`src/rtl/spfd_pkg.sv`:
```
// Purpose: Shared constants, types and reset values of the supervisor block
// Assumes: 20 MHz system clock, APB register access, 32-bit data
// Notes:   Byte address of a register is four times its index
package spfd_pkg;

  // ----------------------------------------------------------------
  // Timing
  // ----------------------------------------------------------------
  localparam int CLK_HZ = 20_000_000;
  localparam int TREC_LONG_MS = 96;
  localparam int TREC_DEF_MS = 40;
  localparam int TREC_SHORT_US = 50;
  localparam int CHECK_HOURS = 24;
  localparam int TREC_LONG_CYC = (TREC_LONG_MS * CLK_HZ + 999) / 1000;
  localparam int TREC_DEF_CYC = (TREC_DEF_MS * CLK_HZ + 999) / 1000;
  localparam int TREC_SHORT_CYC =
    (TREC_SHORT_US * (CLK_HZ / 1000) + 999) / 1000;
  localparam longint CHECK_CYC = longint'(CHECK_HOURS) * 3600 * CLK_HZ;
  localparam int TMR_W = 24;
  localparam int DAY_W = 42;

  // ----------------------------------------------------------------
  // Register map (indexes) and field positions
  // ----------------------------------------------------------------
  localparam int ADDR_W = 8;
  localparam int DATA_W = 32;
  localparam int IDX_W = 6;
  localparam logic [IDX_W-1:0] IDX_HALT = 6'h01;
  localparam logic [IDX_W-1:0] IDX_CENT = 6'h03;
  localparam logic [IDX_W-1:0] IDX_TREC = 6'h04;
  localparam logic [IDX_W-1:0] IDX_CTRL = 6'h08;
  localparam logic [IDX_W-1:0] IDX_WDOG = 6'h09;
  localparam logic [IDX_W-1:0] IDX_ALRM = 6'h0a;
  localparam logic [IDX_W-1:0] IDX_HTF = 6'h0c;
  localparam logic [IDX_W-1:0] IDX_FLAG = 6'h0f;
  localparam logic [IDX_W-1:0] IDX_ISTAT = 6'h10;
  localparam logic [IDX_W-1:0] IDX_ICLR = 6'h11;
  localparam logic [IDX_W-1:0] IDX_IEN = 6'h12;
  localparam int B_HALT = 7;
  localparam int B_CENT_EN = 7;
  localparam int B_CENT_FLAG = 6;
  localparam int B_TREC = 7;
  localparam int B_OUT = 7;
  localparam int B_FT = 6;
  localparam int B_PIN_RB = 0;
  localparam int B_WDS = 7;
  localparam int B_AFE = 7;
  localparam int B_SQW = 6;
  localparam int B_ABE = 5;
  localparam int B_HT = 6;
  localparam int B_WEAK = 4;
  localparam int WD_W = 8;

  // Interrupt events
  localparam int EV_W = 3;
  localparam int EV_WEAK = 0;
  localparam int EV_PFAIL = 1;
  localparam int EV_CENT = 2;

  // Synchronised pins
  localparam int NIN = 4;
  localparam int IN_SENSE = 0;
  localparam int IN_VGOOD = 1;
  localparam int IN_CELL = 2;
  localparam int IN_PIN = 3;

  // ----------------------------------------------------------------
  // Types
  // ----------------------------------------------------------------
  typedef enum logic [1:0] {
    PWR_BACKUP = 2'b00,
    PWR_RECOVER = 2'b01,
    PWR_NORMAL = 2'b10
  } spfd_pwr_t;

  typedef struct packed {
    logic psel;
    logic penable;
    logic pwrite;
    logic [ADDR_W-1:0] paddr;
    logic [DATA_W-1:0] pwdata;
  } spfd_apb_req_t;

  typedef struct packed {
    logic [DATA_W-1:0] prdata;
    logic pready;
    logic pslverr;
  } spfd_apb_rsp_t;

  typedef struct packed {
    logic halt;
    logic centEn;
    logic centFlag;
    logic trecSel;
    logic outBit;
    logic freqTest;
    logic afe;
    logic abe;
    logic sqw;
    logic ht;
    logic cellWeak;
    logic [WD_W-1:0] wd;
  } spfd_ctl_t;

  localparam spfd_ctl_t CTL_RST = '{halt: 1'b1, centEn: 1'b0,
    centFlag: 1'b0, trecSel: 1'b0, outBit: 1'b1, freqTest: 1'b0,
    afe: 1'b0, abe: 1'b0, sqw: 1'b0, ht: 1'b1, cellWeak: 1'b0,
    wd: 8'h00};

  typedef struct packed {
    spfd_pwr_t pwr;
    logic [TMR_W-1:0] tmr;
    logic [DAY_W-1:0] day;
    logic [NIN-1:0][2:0] sync;
    logic [NIN-1:0] filt;
    spfd_ctl_t ctl;
    logic [EV_W-1:0] istat;
    logic [EV_W-1:0] ien;
    spfd_apb_rsp_t rsp;
    logic pfoN;
    logic pinLow;
    logic wp;
    logic testStrobe;
    logic irq;
  } spfd_state_t;

endpackage

```
`src/rtl/spfd_supervisor.sv`:
```
// Purpose: Supply-fail gating, deselect extension, century flag, output
//          driver pin, battery check and power-up defaults
// Assumes: Analog comparators deliver digital levels on asynchronous pins
// Notes:   Reset stands for the first application of power
`timescale 1ns/1ps

module spfd_supervisor #(
  parameter int TrecLongCyc = spfd_pkg::TREC_LONG_CYC,
  parameter int TrecDefCyc = spfd_pkg::TREC_DEF_CYC,
  parameter int TrecShortCyc = spfd_pkg::TREC_SHORT_CYC,
  parameter longint CheckCyc = spfd_pkg::CHECK_CYC
) (
  // Clock and reset
  input wire logic sys_clk,
  input wire logic rst,
  // APB slave
  input wire spfd_pkg::spfd_apb_req_t apbReq,
  output spfd_pkg::spfd_apb_rsp_t apbRsp,
  // Analog comparator levels (asynchronous)
  input wire logic supplySenseLow,
  input wire logic supplyGood,
  input wire logic cellLow,
  // Sources sharing the output pin, and century rollover (same clock)
  input wire logic wdFire,
  input wire logic alarmAct,
  input wire logic ftWave,
  input wire logic centuryRollover,
  // Supply fail output
  output logic supply_fail_output_n,
  // Open-drain multi-function pin
  input wire logic mfpIn,
  output logic mfpOut,
  output logic mfpOe,
  // Status towards the rest of the chip
  output spfd_pkg::spfd_ctl_t ctlOut,
  output logic writeProtect,
  output logic cellTestStrobe,
  output logic irq
);
  import spfd_pkg::*;

  // ----------------------------------------------------------------
  // Parameter checks
  // ----------------------------------------------------------------
  generate
    if (TrecLongCyc < 1 || TrecDefCyc < 1 || TrecShortCyc < 1 ||
        TrecLongCyc >= (1 << TMR_W) || TrecDefCyc >= (1 << TMR_W) ||
        TrecShortCyc >= (1 << TMR_W)) begin : gBadTrec
      $error("deselect count out of timer range");
    end
    if (CheckCyc < 2 || CheckCyc >= (longint'(1) << DAY_W)) begin : gBadDay
      $error("check period out of counter range");
    end
  endgenerate

  // ----------------------------------------------------------------
  // State
  // ----------------------------------------------------------------
  localparam spfd_state_t ST_RST = '{
    pwr: PWR_BACKUP,
    tmr: '0,
    day: '0,
    sync: '0,
    filt: '0,
    ctl: CTL_RST,
    istat: '0,
    ien: '0,
    rsp: '{prdata: '0, pready: 1'b0, pslverr: 1'b0},
    pfoN: 1'b0,
    pinLow: 1'b0,
    wp: 1'b1,
    testStrobe: 1'b0,
    irq: 1'b0
  };

  spfd_state_t s;
  spfd_state_t n;
  logic [NIN-1:0] rawPins;
  logic [IDX_W-1:0] idx;
  logic setupCyc;
  logic access;
  logic wrEn;
  logic mapped;
  logic [DATA_W-1:0] rdData;
  logic [EV_W-1:0] ev;
  logic [EV_W-1:0] clrMask;
  logic testNow;
  logic [TMR_W-1:0] trecLoad;

  assign rawPins = {mfpIn, cellLow, supplyGood, supplySenseLow};
  assign idx = apbReq.paddr[ADDR_W-1:2];

  // ----------------------------------------------------------------
  // Next state
  // ----------------------------------------------------------------
  always_comb begin
    n = s;
    ev = '0;
    clrMask = '0;
    testNow = 1'b0;
    n.testStrobe = 1'b0;

    // Three stages; a change counts once stages two and three agree
    for (int i = 0; i < NIN; i++) begin
      n.sync[i] = {s.sync[i][1:0], rawPins[i]};
      if (s.sync[i][1] == s.sync[i][2]) begin
        n.filt[i] = s.sync[i][2];
      end
    end

    // Length follows the bits as they stand when power returns
    if (s.ctl.trecSel) begin
      trecLoad = TMR_W'(TrecShortCyc - 1);
    end else if (s.ctl.halt) begin
      trecLoad = TMR_W'(TrecDefCyc - 1);
    end else begin
      trecLoad = TMR_W'(TrecLongCyc - 1);
    end

    // ---------------- APB decode and read mux ----------------
    setupCyc = apbReq.psel & apbReq.penable & ~s.rsp.pready;
    access = apbReq.psel & apbReq.penable & s.rsp.pready;
    // Writes only land with the supply settled
    // A write refused at the first access edge stays refused
    wrEn = access & apbReq.pwrite & ~s.rsp.pslverr &
      (s.pwr == PWR_NORMAL);
    mapped = 1'b1;
    rdData = '0;
    case (idx)
      IDX_HALT: rdData[B_HALT] = s.ctl.halt;
      IDX_CENT: begin
        rdData[B_CENT_EN] = s.ctl.centEn;
        rdData[B_CENT_FLAG] = s.ctl.centFlag;
      end
      IDX_TREC: rdData[B_TREC] = s.ctl.trecSel;
      IDX_CTRL: begin
        rdData[B_OUT] = s.ctl.outBit;
        rdData[B_FT] = s.ctl.freqTest;
        rdData[B_PIN_RB] = s.filt[IN_PIN];
      end
      IDX_WDOG: rdData[WD_W-1:0] = s.ctl.wd;
      IDX_ALRM: begin
        rdData[B_AFE] = s.ctl.afe;
        rdData[B_SQW] = s.ctl.sqw;
        rdData[B_ABE] = s.ctl.abe;
      end
      IDX_HTF: rdData[B_HT] = s.ctl.ht;
      IDX_FLAG: rdData[B_WEAK] = s.ctl.cellWeak;
      IDX_ISTAT: rdData[EV_W-1:0] = s.istat;
      IDX_ICLR: rdData = '0;
      IDX_IEN: rdData[EV_W-1:0] = s.ien;
      default: mapped = 1'b0;
    endcase

    // One wait state: answer on the second access-phase edge
    n.rsp.pready = setupCyc;
    if (setupCyc) begin
      n.rsp.prdata = apbReq.pwrite ? '0 : rdData;
      n.rsp.pslverr = ~mapped |
        (apbReq.pwrite & (s.pwr != PWR_NORMAL));
    end

    if (wrEn) begin
      case (idx)
        IDX_HALT: n.ctl.halt = apbReq.pwdata[B_HALT];
        IDX_CENT: begin
          n.ctl.centEn = apbReq.pwdata[B_CENT_EN];
          n.ctl.centFlag = apbReq.pwdata[B_CENT_FLAG];
        end
        IDX_TREC: n.ctl.trecSel = apbReq.pwdata[B_TREC];
        IDX_CTRL: begin
          n.ctl.outBit = apbReq.pwdata[B_OUT];
          n.ctl.freqTest = apbReq.pwdata[B_FT];
        end
        IDX_WDOG: n.ctl.wd = apbReq.pwdata[WD_W-1:0];
        IDX_ALRM: begin
          n.ctl.afe = apbReq.pwdata[B_AFE];
          n.ctl.sqw = apbReq.pwdata[B_SQW];
          n.ctl.abe = apbReq.pwdata[B_ABE];
        end
        IDX_HTF: n.ctl.ht = apbReq.pwdata[B_HT];
        IDX_ICLR: clrMask = apbReq.pwdata[EV_W-1:0];
        IDX_IEN: n.ien = apbReq.pwdata[EV_W-1:0];
        default: ;
      endcase
    end

    // ---------------- Power sequencing ----------------
    unique case (s.pwr)
      PWR_BACKUP: begin
        n.pfoN = 1'b0;
        n.wp = 1'b1;
        n.day = '0;
        if (s.filt[IN_VGOOD]) begin
          n.pwr = PWR_RECOVER;
          n.tmr = trecLoad;
          // Halt and level bits are left as retained
          n.ctl.freqTest = 1'b0;
          n.ctl.afe = 1'b0;
          n.ctl.abe = 1'b0;
          n.ctl.sqw = 1'b0;
          n.ctl.wd = '0;
          n.ctl.ht = 1'b1;
          testNow = 1'b1;
        end
      end
      PWR_RECOVER: begin
        n.pfoN = 1'b1;
        n.wp = 1'b1;
        if (!s.filt[IN_VGOOD]) begin
          n.pwr = PWR_BACKUP;
        end else if (s.tmr == '0) begin
          n.pwr = PWR_NORMAL;
        end else begin
          n.tmr = s.tmr - TMR_W'(1);
        end
      end
      PWR_NORMAL: begin
        n.pfoN = ~s.filt[IN_SENSE];
        n.wp = 1'b0;
        if (!s.filt[IN_VGOOD]) begin
          n.pwr = PWR_BACKUP;
        end else if (s.day == DAY_W'(CheckCyc - 1)) begin
          n.day = '0;
          testNow = 1'b1;
        end else begin
          n.day = s.day + DAY_W'(1);
        end
      end
    endcase

    // A test only runs with supply present, and its verdict replaces
    // the old one, so a fresh cell clears the flag at the next test
    if (testNow && s.filt[IN_VGOOD]) begin
      n.testStrobe = 1'b1;
      n.ctl.cellWeak = s.filt[IN_CELL];
      ev[EV_WEAK] = s.filt[IN_CELL];
    end

    // Rollover is applied after a software write of the same cycle
    if (centuryRollover && s.ctl.centEn) begin
      n.ctl.centFlag = ~n.ctl.centFlag;
      ev[EV_CENT] = 1'b1;
    end

    ev[EV_PFAIL] = s.pfoN & ~n.pfoN;

    // ---------------- Multi-function pin ----------------
    if (s.ctl.wd != '0 && !s.ctl.wd[B_WDS]) begin
      n.pinLow = wdFire;
    end else if (s.ctl.freqTest) begin
      n.pinLow = ~ftWave;
    end else if (s.ctl.afe && (s.pwr == PWR_NORMAL || s.ctl.abe)) begin
      n.pinLow = alarmAct;
    end else begin
      n.pinLow = ~s.ctl.outBit;
    end

    // Set beats clear so no event is lost
    n.istat = (s.istat & ~clrMask) | ev;
    n.irq = |(n.istat & n.ien);
  end

  // ----------------------------------------------------------------
  // Registers
  // ----------------------------------------------------------------
  always_ff @(posedge sys_clk or posedge rst) begin
    if (rst) begin
      s <= ST_RST;
    end else begin
      s <= n;
    end
  end

  assign apbRsp = s.rsp;
  assign supply_fail_output_n = s.pfoN;
  assign mfpOe = s.pinLow;
  assign mfpOut = s.ctl.wd[B_WDS] & 1'b0;
  assign ctlOut = s.ctl;
  assign writeProtect = s.wp;
  assign cellTestStrobe = s.testStrobe;
  assign irq = s.irq;

  // ----------------------------------------------------------------
  // Checks
  // ----------------------------------------------------------------
  chk_fail_tracks: assert property (@(posedge sys_clk) disable iff (rst)
    s.pwr == PWR_NORMAL |=> s.pfoN == !$past(s.filt[IN_SENSE]))
    else $error("fail output does not follow sense in normal power");

  chk_fail_backup: assert property (@(posedge sys_clk) disable iff (rst)
    s.pwr == PWR_BACKUP |=> !s.pfoN)
    else $error("fail output not low in backup");

  chk_fail_forced: assert property (@(posedge sys_clk) disable iff (rst)
    s.pwr == PWR_RECOVER |=> s.pfoN && s.wp)
    else $error("fail output not forced high during deselect");

  chk_century_flip: assert property (@(posedge sys_clk) disable iff (rst)
    centuryRollover && s.ctl.centEn && !(wrEn && idx == IDX_CENT)
    |=> s.ctl.centFlag != $past(s.ctl.centFlag) && s.istat[EV_CENT])
    else $error("century flag did not invert");

  chk_century_hold: assert property (@(posedge sys_clk) disable iff (rst)
    centuryRollover && !s.ctl.centEn && !(wrEn && idx == IDX_CENT)
    |=> $stable(s.ctl.centFlag))
    else $error("century flag changed while disabled");

  chk_pin_level: assert property (@(posedge sys_clk) disable iff (rst)
    !s.ctl.freqTest && !s.ctl.afe && s.ctl.wd == '0
    |=> mfpOe == !$past(s.ctl.outBit))
    else $error("pin does not follow level bit");

  chk_wd_prevails: assert property (@(posedge sys_clk) disable iff (rst)
    s.ctl.wd != '0 && !s.ctl.wd[B_WDS] && s.ctl.freqTest && wdFire
    |=> mfpOe)
    else $error("frequency test took the pin from the watchdog");

  chk_weak_set: assert property (@(posedge sys_clk) disable iff (rst)
    s.pwr == PWR_NORMAL && s.filt[IN_VGOOD] && s.filt[IN_CELL] &&
    s.day == DAY_W'(CheckCyc - 1)
    |=> s.ctl.cellWeak && s.testStrobe)
    else $error("failed cell test did not set weak flag");

  chk_no_backup_test: assert property (@(posedge sys_clk)
    disable iff (rst)
    s.pwr == PWR_BACKUP && !s.filt[IN_VGOOD]
    |=> !s.testStrobe && $stable(s.ctl.cellWeak))
    else $error("cell test during backup");

  chk_write_refused: assert property (@(posedge sys_clk)
    disable iff (rst)
    access && apbReq.pwrite && idx == IDX_CENT && s.pwr != PWR_NORMAL &&
    !centuryRollover
    |=> $stable(s.ctl.centEn) && $stable(s.ctl.centFlag))
    else $error("write accepted during deselect");

  chk_short_trec: assert property (@(posedge sys_clk) disable iff (rst)
    s.pwr == PWR_BACKUP && s.filt[IN_VGOOD] && s.ctl.trecSel
    |=> s.pwr == PWR_RECOVER && s.tmr == TMR_W'(TrecShortCyc - 1))
    else $error("short deselect length not loaded");

  chk_powerup_clear: assert property (@(posedge sys_clk)
    disable iff (rst)
    s.pwr == PWR_BACKUP && s.filt[IN_VGOOD]
    |=> s.ctl.wd == '0 && !s.ctl.freqTest && !s.ctl.afe && s.ctl.ht &&
        s.ctl.halt == $past(s.ctl.halt) && s.testStrobe)
    else $error("power-up defaults not applied");

  chk_century_read: assert property (@(posedge sys_clk) disable iff (rst)
    setupCyc && !apbReq.pwrite && idx == IDX_CENT
    |=> s.rsp.prdata[B_CENT_EN] == $past(s.ctl.centEn) &&
        s.rsp.prdata[B_CENT_FLAG] == $past(s.ctl.centFlag))
    else $error("century bits not read back");

  chk_weak_hold: assert property (@(posedge sys_clk) disable iff (rst)
    s.ctl.cellWeak && !(testNow && s.filt[IN_VGOOD])
    |=> s.ctl.cellWeak)
    else $error("weak flag dropped without a passing test");

endmodule

```
`config.mk`:
```
export PLATFORM = sky130hd
export DESIGN_NAME = spfd_supervisor
export DESIGN_NICKNAME = d
export VERILOG_FILES = /design/src/rtl/spfd_pkg.sv /design/src/rtl/spfd_supervisor.sv
export SDC_FILE = /design/constraint.sdc
export NUM_CORES = 1
export LEC_CHECK = 0
export ABC_AREA = 1
export BUFFER_PORTS_ARGS = -buffer_cell sky130_fd_sc_hd__clkbuf_2
export CAP_MARGIN = 30
export CORE_ASPECT_RATIO = 2
export CORE_UTILIZATION = 50
export CTS_CLUSTER_SIZE = 28
export DETAILED_ROUTE_END_ITERATION = 12
export GPL_TIMING_DRIVEN = 0
export PLACE_DENSITY = 0.74
export SKIP_CTS_REPAIR_TIMING = 1
export SYNTH_ARGS = -nofsm -noshare
export SYNTH_HDL_FRONTEND = slang
export SYNTH_SLANG_ARGS = --single-unit
export TNS_END_PERCENT = 10
```
`constraint.sdc`:
```
create_clock -name sys_clk -period 4.16 [get_ports sys_clk]
set_clock_uncertainty 0.1 [all_clocks]
set_input_delay 0.624 -clock sys_clk [delete_from_list [all_inputs] [get_ports sys_clk]]
set_output_delay 0.624 -clock sys_clk [all_outputs]
set_load 0.005 [all_outputs]
```
==> run metrics, run 1 <==
setup violators final 0; Slew HR between 60 and 70%; first-pass GRT wire length 31100 µm; CTS tree done; # diodes 0; DIE AREA between 15000 and 20000 µm²; post-synthesis sequential area ratio 42.3%; Worst setup SP type flop; crit end category flop; flop-to-flop setup slack about 1.6 ns; Final Wtd Congestion a little under 1; min-delay worst type primary input to asynchronous set/reset pin; post-synthesis mux area share 0%; drt total wl roughly 19000 µm; Worst Setup EP s[102]$_DFFE_PP0P_; fin nets 1135; post-route minimum period 2.56 ns; library cells used by synthesis between 40 and 50; Final HPWL DP 14500 µm; R2R cell count 8; Syn. warnings 0; Avg Inst Size Synth around 7.6 µm²; layout cell share with drive strength beyond 1 around 20%; CTS sink cnt 124; Leakage 4.10 nW; pwr/cell area ~450 nW/µm²; Synth Register Bits roughly 120; placed cells between 1000 and 1500; Congestion Overflow GR 0; Total Power 3.92 mW; Clock Path Buffers 2; r2r startpoint s[146]$_DFFE_PP0P_; Netlist Area Pre-Place 7350 µm²; initial core utilization between 50% and 60%; CTS H-Tree Depth 4; WL/cell approximately 15 µm; DRC 0; RR Endpoint s[102]$_DFFE_PP0P_; simple logic cell fraction of the synthesized area a little under a third; Skew-Pair Late Insertion Delay between 0.4 and 0.5 ns; largest net degree at the start of global routing 75; Rows 62; Clock transition at path regs approximately 0.06 ns; final-report hold violation count 0; critical path arrival about 2.7 ns; Synth Area in Compound Gates under 10%; Tcrit/Tclk final between 60% and 70%; hold slack 0.128 ns; Ports 112; area growth from synthesis to layout 17.4%; die height roughly 170 µm; Via Count between 6000 and 7000; largest family of logic cells by synthesized area simple AND/OR/NAND/NOR gates; status completed; final worst slack between 1.5 and 2 ns; vias in the first global route 6579; Worst EP required approximately 4.3 ns; Final Max Slew Viols 0; placed inst area around 8000 µm²; Post-Place Setup Slack 1.69 ns; non-filler cells, final ~1300; initial DRC count around 340; f_max 390 MHz; synthesized netlist cell count 974; clock root buffer clkbuf_16; Die Width between 80 and 90 µm; RSZ-0062 raised after global routing false; max-cap violation count 0; DR pass1 iterations 5; routed vias/inst approximately 5.2; post-route cell area between 8000 and 9000 µm²; critical path type flop to flop; Worst setup startpoint s[146]$_DFFE_PP0P_; initial antenna violation count 0; Worst VDD drop around 0.32 mV; CP Max Fanout 10; input/output buffers between 50 and 60; post-route ant nets 0; XOR/XNOR Fraction of Synth Area 2.02%; CTS Buf Count 17; core footprint around 14000 µm²; Tot GR Track Use between 20 and 30%; Slew @ Worst Pin 0.568 ns; Post-Synth Adder-Cell Area around 1.4%
## layer usage
layer  GRT usage, %  share of wire (%)  vias up
met1           26.5                 35     3105
met3           5.10                3.9       73
met2           48.8                 55      218
met4           18.1                5.9        0
li1               -                  -     3273
met5              0                  0        -
## Yosys cell counts (all sizes together)
cell | n | area (µm²)
a31oi | 6 | 37.5
nor4 | 3 | 18.8
xnor2 | 1 | 8.76
o211ai | 2 | 15.0
o21ai | 66 | 334
maj3 | 4 | 40.0
buf | 66 | 500
nand2 | 234 | 938
and2 | 1 | 6.26
nor3b | 2 | 15.0
a21oi | 33 | 165
nor3 | 27 | 156
inv | 118 | 445
a22o | 2 | 17.5
nor2 | 144 | 638
xor2 | 16 | 140
o21a | 1 | 7.51
dfrtp | 120 | 3000
ha | 5 | 62.6
nand3b | 5 | 37.5
clkbuf | 2 | 7.51
a22oi | 6 | 45.0
o21bai | 2 | 15.0
or2 | 1 | 6.26
nand4 | 19 | 125
dfstp | 4 | 105
conb | 1 | 3.75
nand3 | 68 | 365
o22ai | 15 | 93.8
## sequential cells by signal (all words and copies together), names as in the netlist
name / flops
supply_fail_output_n: 1
n: 8
cellTestStrobe: 1
apbRsp: 10
ctlOut: 19
s: 82
writeProtect: 1
mfpOe: 1
irq: 1
## area by class of cell
type / count / area [µm²]
plain buffers: 68 / 508
clock buffers: 18 / 429
clock inverters: 14 / 195
fillers: 1342 / 5710
inverters: 118 / 450
multi-input cells: 688 / 3380
flip-flops and latches: 124 / 3110
well taps: 192 / 240
repair buffers: 60 / 323
## metrics by stage
stage	TNS, ns	util, %
3_5_place_dp	0	55.8
5_1_grt	0	60.2
6_report	0	60.2
4_1_cts	0	60.2
3_3_place_gp	-163.89	55.6
2_1_floorplan	0	-
## worst max-delay path, stage by stage (launching register included)
cell and delay, ns:
dfrtp_1 0.39, inv_1 0.11, ha_1 0.46, nand2_1 0.26, inv_2 0.25, a21oi_1 0.13
buf_2 0.24, a21oi_1 0.41, nor2_1 0.10
## kinds of logic after synthesis
logic type               count (synthesis)
XOR/XNOR                                17
flip-flops                             124
AO/OA/AOI/OAI                          133
adder cells (fa/ha/maj)                  9
AND/OR/NAND/NOR                        504
other                                    1
buffers and inverters                  186
## layout by cell type, fill, tap and decap left out, types with 15 or more instances in the layout
master,count
clkbuf_2,59
o21ai_0,53
a21oi_1,33
conb_1,25
nand4_1,18
buf_4,58
nor3_1,24
xor2_1,16
nand3_1,63
nor2_1,125
clkbuf_16,17
inv_1,105
o22ai_1,15
nand2_1,218
dfrtp_1,120
## power breakdown
group | leakage (nW) | total (mW) | internal (mW) | switching, mW
clock | 0.304 | 1.57 | 1.00 | 0.570
combinational | 2.21 | 0.932 | 0.300 | 0.632
sequential | 1.59 | 1.41 | 1.32 | 0.0930
## worst min path at each step
| stage | start | to | slack, ns | cells past startpoint |
|---|---|---|---|---|
| detailed placement | n[72]$_DFF_PP0_ | n[73]$_DFF_PP0_ | 0.24 | 0 |
| global placement | n[78]$_DFF_PP0_ | n[79]$_DFF_PP0_ | 0.23 | 0 |
| floorplan | n[69]$_DFF_PP0_ | n[70]$_DFF_PP0_ | 0.23 | 0 |
| CTS | rst | s[117]$_DFFE_PP0P_ | 0.15 | 2 |
| finish | rst | s[117]$_DFFE_PP0P_ | 0.13 | 2 |
| global route | rst | s[117]$_DFFE_PP0P_ | 0.17 | 2 |
(Power assumes the default switching activity.)
==> inputs of run 2 (changes only) <==
==> constraint.sdc (replaced) <==
create_clock -name sys_clk -period 2.25 [get_ports sys_clk]
set_clock_uncertainty 0.1 [all_clocks]
set_input_delay 0.3375 -clock sys_clk [delete_from_list [all_inputs] [get_ports sys_clk]]
set_output_delay 0.3375 -clock sys_clk [all_outputs]
set_load 0.005 [all_outputs]
==> run 2 against run 1 <==
Compared with the run above: core utilization up 0.85 points; sequential share of layout area shrank 0.50 points; sequential cell count unchanged; critical path type unchanged; critical endpoint is now irq$_DFF_PP0_; largest power group unchanged.
==> run metrics, run 2 (synthesis gave the netlist of run 1 again) <==
Via Count 6619; Tcrit/Tclk final between 90 and 100%; DR pass1 iterations 8; Top reg by flops s; critical path arrival between 2 and 2.5 ns; # fillers 1315; Final Wtd Congestion 1.01; post-route ant nets 0; CTS Buf Count 17; first-pass GRT wire length 30800 µm; WL/cell around 15 µm; drt total wl slightly below 20000 µm; Total Power roughly 7.3 mW; DRC 0; post-route minimum period ~2.1 ns; setup violators final 0; vias in the first global route ~6400; layout cell share with drive strength beyond 1 slightly above 20%; clock root buffer clkbuf_16; max-cap violation count 0; Clock transition at path regs 0.06 ns; leading cell type in the layout, fill and taps excluded nand2_1; hold slack between 0.03 and 0.04 ns; pwr/cell area ~840 nW/µm²; core footprint 14400 µm²; Worst EP required approximately 2.5 ns; DIE AREA between 15000 and 20000 µm²; CTS H-Tree Depth 4; Worst setup startpoint s[146]$_DFFE_PP0P_; f_max roughly 470 MHz; die height 174 µm; Slew @ Worst Pin 0.606 ns; status completed; min-delay src wdFire; Die Width 87.8 µm; input/output buffers between 50 and 60; Skew-Pair Late Insertion Delay between 0.4 and 0.5 ns; routed vias/inst 5.13; Slew HR about 60%; crit end category flop; # diodes 0; non-filler cells, final about 1300; area growth from synthesis to layout 19.1%; Final Max Slew Viols 0; CTS tree done; largest net degree at the start of global routing 36; commonest cells after routing, fill and taps aside nand2_1, nor2_1, dfrtp_1; Clock Path Buffers 2; placed inst area 8040 µm²; critical path type flop to flop; initial core utilization about half; setup_tns 0 ns; min-delay worst type primary input to flop; placed cells 1252; final-report hold violation count 0; initial DRC count ~300; fin nets roughly 1100; initial antenna violation count 0; Tot GR Track Use around 27%; Final HPWL DP around 15000 µm; CTS sink cnt approximately 120; post-route cell area ~8800 µm²; r2r startpoint s[146]$_DFFE_PP0P_; Leakage between 4 and 5 nW; Congestion Overflow GR 0; Worst setup SP type flop; Ports 112; Rows 62; CP Max Fanout 10; Worst VDD drop around 0.50 mV; max reg flops slightly above 80
[run 2: cell count changes in the layout (fill, tap and decap cells not counted), sizes merged]
cell	before	now
dlygate4sd3	0	5
clkinv	8	2
clkinvlp	1	6
clkbuf	79	83
bufinv	4	3
[run 2: final cells by class]
cell class / count / area, µm² / area share, %
buffer: 68 / 514 / 5.87
inverter: 118 / 452 / 5.16
multi-input combinational: 688 / 3420 / 39.0
sequential: 124 / 3110 / 35.5
clock buffer: 20 / 457 / 5.21
clock inverter: 12 / 163 / 1.86
timing repair buffer: 67 / 405 / 4.63
tap: 192 / 240 / 2.74
[run 2: metrics by stage]
stage	setup slack (ns)	utilization [%]
floorplan	0.290	-
global placement	-0.576	55.6
detailed placement	-0.248	56.1
CTS	-0.237	60.4
global route	-0.0135	61.0
finish	0.124	61.0
[run 2: worst paths after layout]
path,cells past startpoint,endpoint,slack [ns]
hold reg to reg,0,n[73]$_DFF_PP0_,0.25
min in group asynchronous,3,s[104]$_DFFE_PP0P_,0.43
hold / removal,3,mfpOe$_DFF_PP0_,0.04
max in group asynchronous,6,s[125]$_DFFE_PP0P_,0.54
setup / recovery,12,irq$_DFF_PP0_,0.12
setup reg to reg,12,irq$_DFF_PP0_,0.12
[run 2: critical path: stages, from the launching register on]
cell and delay (ns):
dfrtp_1 0.38, inv_1 0.14, ha_4 0.25, nand2_1 0.12, nor3_4 0.24, buf_4 0.22, nand2_1 0.13, o21ai_1 0.14
nand2_1 0.08, nand2_1 0.07, nand2_1 0.05, inv_1 0.04, nand2_1 0.05
[run 2: routing by layer]
layer	vias up	part of all wire, %	track usage [%]	wire length, µm
li1	3284	-	-	-
met1	3072	36	25.9	6910
met2	189	56	49.6	10800
met3	74	3.2	4.67	613
met4	0	5.8	17.1	1120
met5	-	0	0	0
[run 2: power breakdown]
part	switching (mW)	total (mW)	internal (mW)
sequential	0.181	2.62	2.44
combinational	1.21	1.81	0.602
clock	1.07	2.88	1.81
total	2.46	7.31	4.85
==> inputs of run 3 (changes only) <==
--- a/config.mk
+++ b/config.mk
@@ -7,12 +7,12 @@
 export LEC_CHECK = 0
 export ABC_AREA = 1
 export BUFFER_PORTS_ARGS = -buffer_cell sky130_fd_sc_hd__clkbuf_2
-export CAP_MARGIN = 30
 export CORE_ASPECT_RATIO = 2
 export CORE_UTILIZATION = 50
 export CTS_CLUSTER_SIZE = 28
 export DETAILED_ROUTE_END_ITERATION = 12
 export GPL_TIMING_DRIVEN = 0
+export MAX_ROUTING_LAYER = met4
 export PLACE_DENSITY = 0.74
 export SKIP_CTS_REPAIR_TIMING = 1
 export SYNTH_ARGS = -nofsm -noshare
==> run 3 against run 2 <==
Compared with the run above: clock-buffer cell count decreased by 1; clock power decreased by 7%; power down 2.4%; setup slack better by 0.019 ns; first-iteration DRC count grew 13%; sequential power about the same; combinational power about the same; hold slack better by 0.0045 ns; maximum frequency up 0.88%; critical path depth fell by 2; largest cell class unchanged; largest power group unchanged.
==> run metrics, run 3 (synthesis gave the netlist of run 1 again) <==
status completed; Tot GR Track Use 28.0%; f_max approximately 470 MHz; Final Wtd Congestion 1.01; largest net degree at the start of global routing 44; setup_tns 0 ns; fin nets roughly 1100; hold endpoint mfpOe$_DFF_PP0_; RR Endpoint s[118]$_DFFE_PP0P_; critical path type flop to flop; die height around 170 µm; DRC 0; pwr/cell area roughly 800 nW/µm²; CP Max Fanout 4; clock root buffer clkbuf_16; crit end category flop; initial core utilization between 50 and 60%; CTS H-Tree Depth 4; CTS Buf Count 17; DIE AREA 15200 µm²; Final HPWL DP ~15000 µm; Worst setup SP type flop; Congestion Overflow GR 0; Ports between 100 and 150; Tcrit/Tclk final between 90% and 100%; layout cell share with drive strength beyond 1 20.6%; Slowest-stage cell, CP dfrtp_1; Rows 62; r2r startpoint s[80]$_DFFE_PP0P_; Clock transition at path regs roughly 0.06 ns; Worst Path Buf+Inv 0; min-delay worst type primary input to flop; CTS tree done; final-report hold violation count 0; post-route minimum period approximately 2.1 ns; Top reg by flops s; flop-to-flop setup slack approximately 0.14 ns; Finished Core Util 60.7%; Worst VDD drop between 0.5 and 0.6 mV; WL/cell around 15 µm; vias in the first global route around 6600; first-pass GRT wire length 31200 µm; area growth from synthesis to layout 18.4%; DR pass1 iterations 7; WHS Path Cells 3; Slew @ Worst Pin between 0.5 and 0.6 ns; post-route ant nets 0; Leakage about 4.1 nW; Skew-Pair Late Insertion Delay 0.41 ns; Clock Path Buffers 2; leading cell type in the layout, fill and taps excluded nand2_1; worst path cell trace ha_1 > nand3_2 > nor2_2 > nand3_1 > nor2_4 > nand2_1 > nor2_1 > nand2_1 > nand3_1 > o21ai_0; initial DRC count approximately 340; core footprint around 14000 µm²; max-cap violation count 0; critical path arrival between 2 and 2.5 ns; Die Width 87.8 µm; drt total wl 19700 µm; commonest cells after routing, fill and taps aside nand2_1, nor2_1, dfrtp_1; CTS sink cnt ~120; Top Family by Delay on Critical Path simple AND/OR/NAND/NOR gates; initial antenna violation count 0; setup violators final 0; routed vias/inst about 5.2; max reg flops ~80; RSZ-0062 raised after global routing false; # diodes 0; min-delay src wdFire; R2R cell count 10; input/output buffers between 50 and 60; Worst EP required 2.44 ns; Via Count just under 7000; Slew HR 60.6%; Final Max Slew Viols 0; max incr delay on CP 0.40 ns
## run 3: how the worst max path moves through the flow
| stage | end | startpoint | cells after the start |
|---|---|---|---|
| final | s[118]$_DFFE_PP0P_ | s[80]$_DFFE_PP0P_ | 10 |
| after global routing | s[126]$_DFFE_PP0P_ | s[146]$_DFFE_PP0P_ | 9 |
| after CTS | s[102]$_DFFE_PP0P_ | s[146]$_DFFE_PP0P_ | 8 |
| after detailed placement | s[102]$_DFFE_PP0P_ | s[146]$_DFFE_PP0P_ | 8 |
| after global placement | s[130]$_DFFE_PP0P_ | rst | 2 |
| after floorplan | apbRsp[0]$_DFFE_PP0P_ | rst | 1 |
## run 3: stage by stage
stage,setup WS [ns],area (µm²),power [mW],instances,hold WS [ns]
global placement,-0.570,7980,4.35,1249,0.232
finish,0.143,8710,7.14,1289,0.0411
floorplan,0.290,7450,3.84,998,0.231
global route,0.0160,8710,7.50,1289,0.0582
CTS,-0.190,8620,7.10,1284,-0.161
detailed placement,-0.177,8040,4.39,1252,0.235
## run 3: final cells by class
cell class | instances | area (µm²)
clock inverter | 13 | 146
sequential | 124 | 3110
buffer | 68 | 517
timing repair buffer | 67 | 405
clock buffer | 19 | 433
inverter | 118 | 452
tap | 192 | 240
multi-input combinational | 688 | 3410
fill | 1325 | 5640
## run 3: tightest hold or removal path: stages
cell and delay (ns):
clkbuf_2 0.08, nand2_1 0.04, o21ai_0 0.05
## run 3: power by group
part,switching [mW],total [mW],internal (mW)
registers,0.180,2.62,2.44
logic,1.23,1.83,0.605
clock network,1.05,2.69,1.64
total,2.46,7.14,4.68
## run 3: per-layer routing
metal | track usage (%) | vias up | routed length, µm
met2 | 49.8 | 223 | 10900
met5 | - | - | 0
li1 | - | 3295 | -
met4 | 20.2 | 0 | 1340
met1 | 25.3 | 3113 | 6550
met3 | 5.29 | 93 | 842
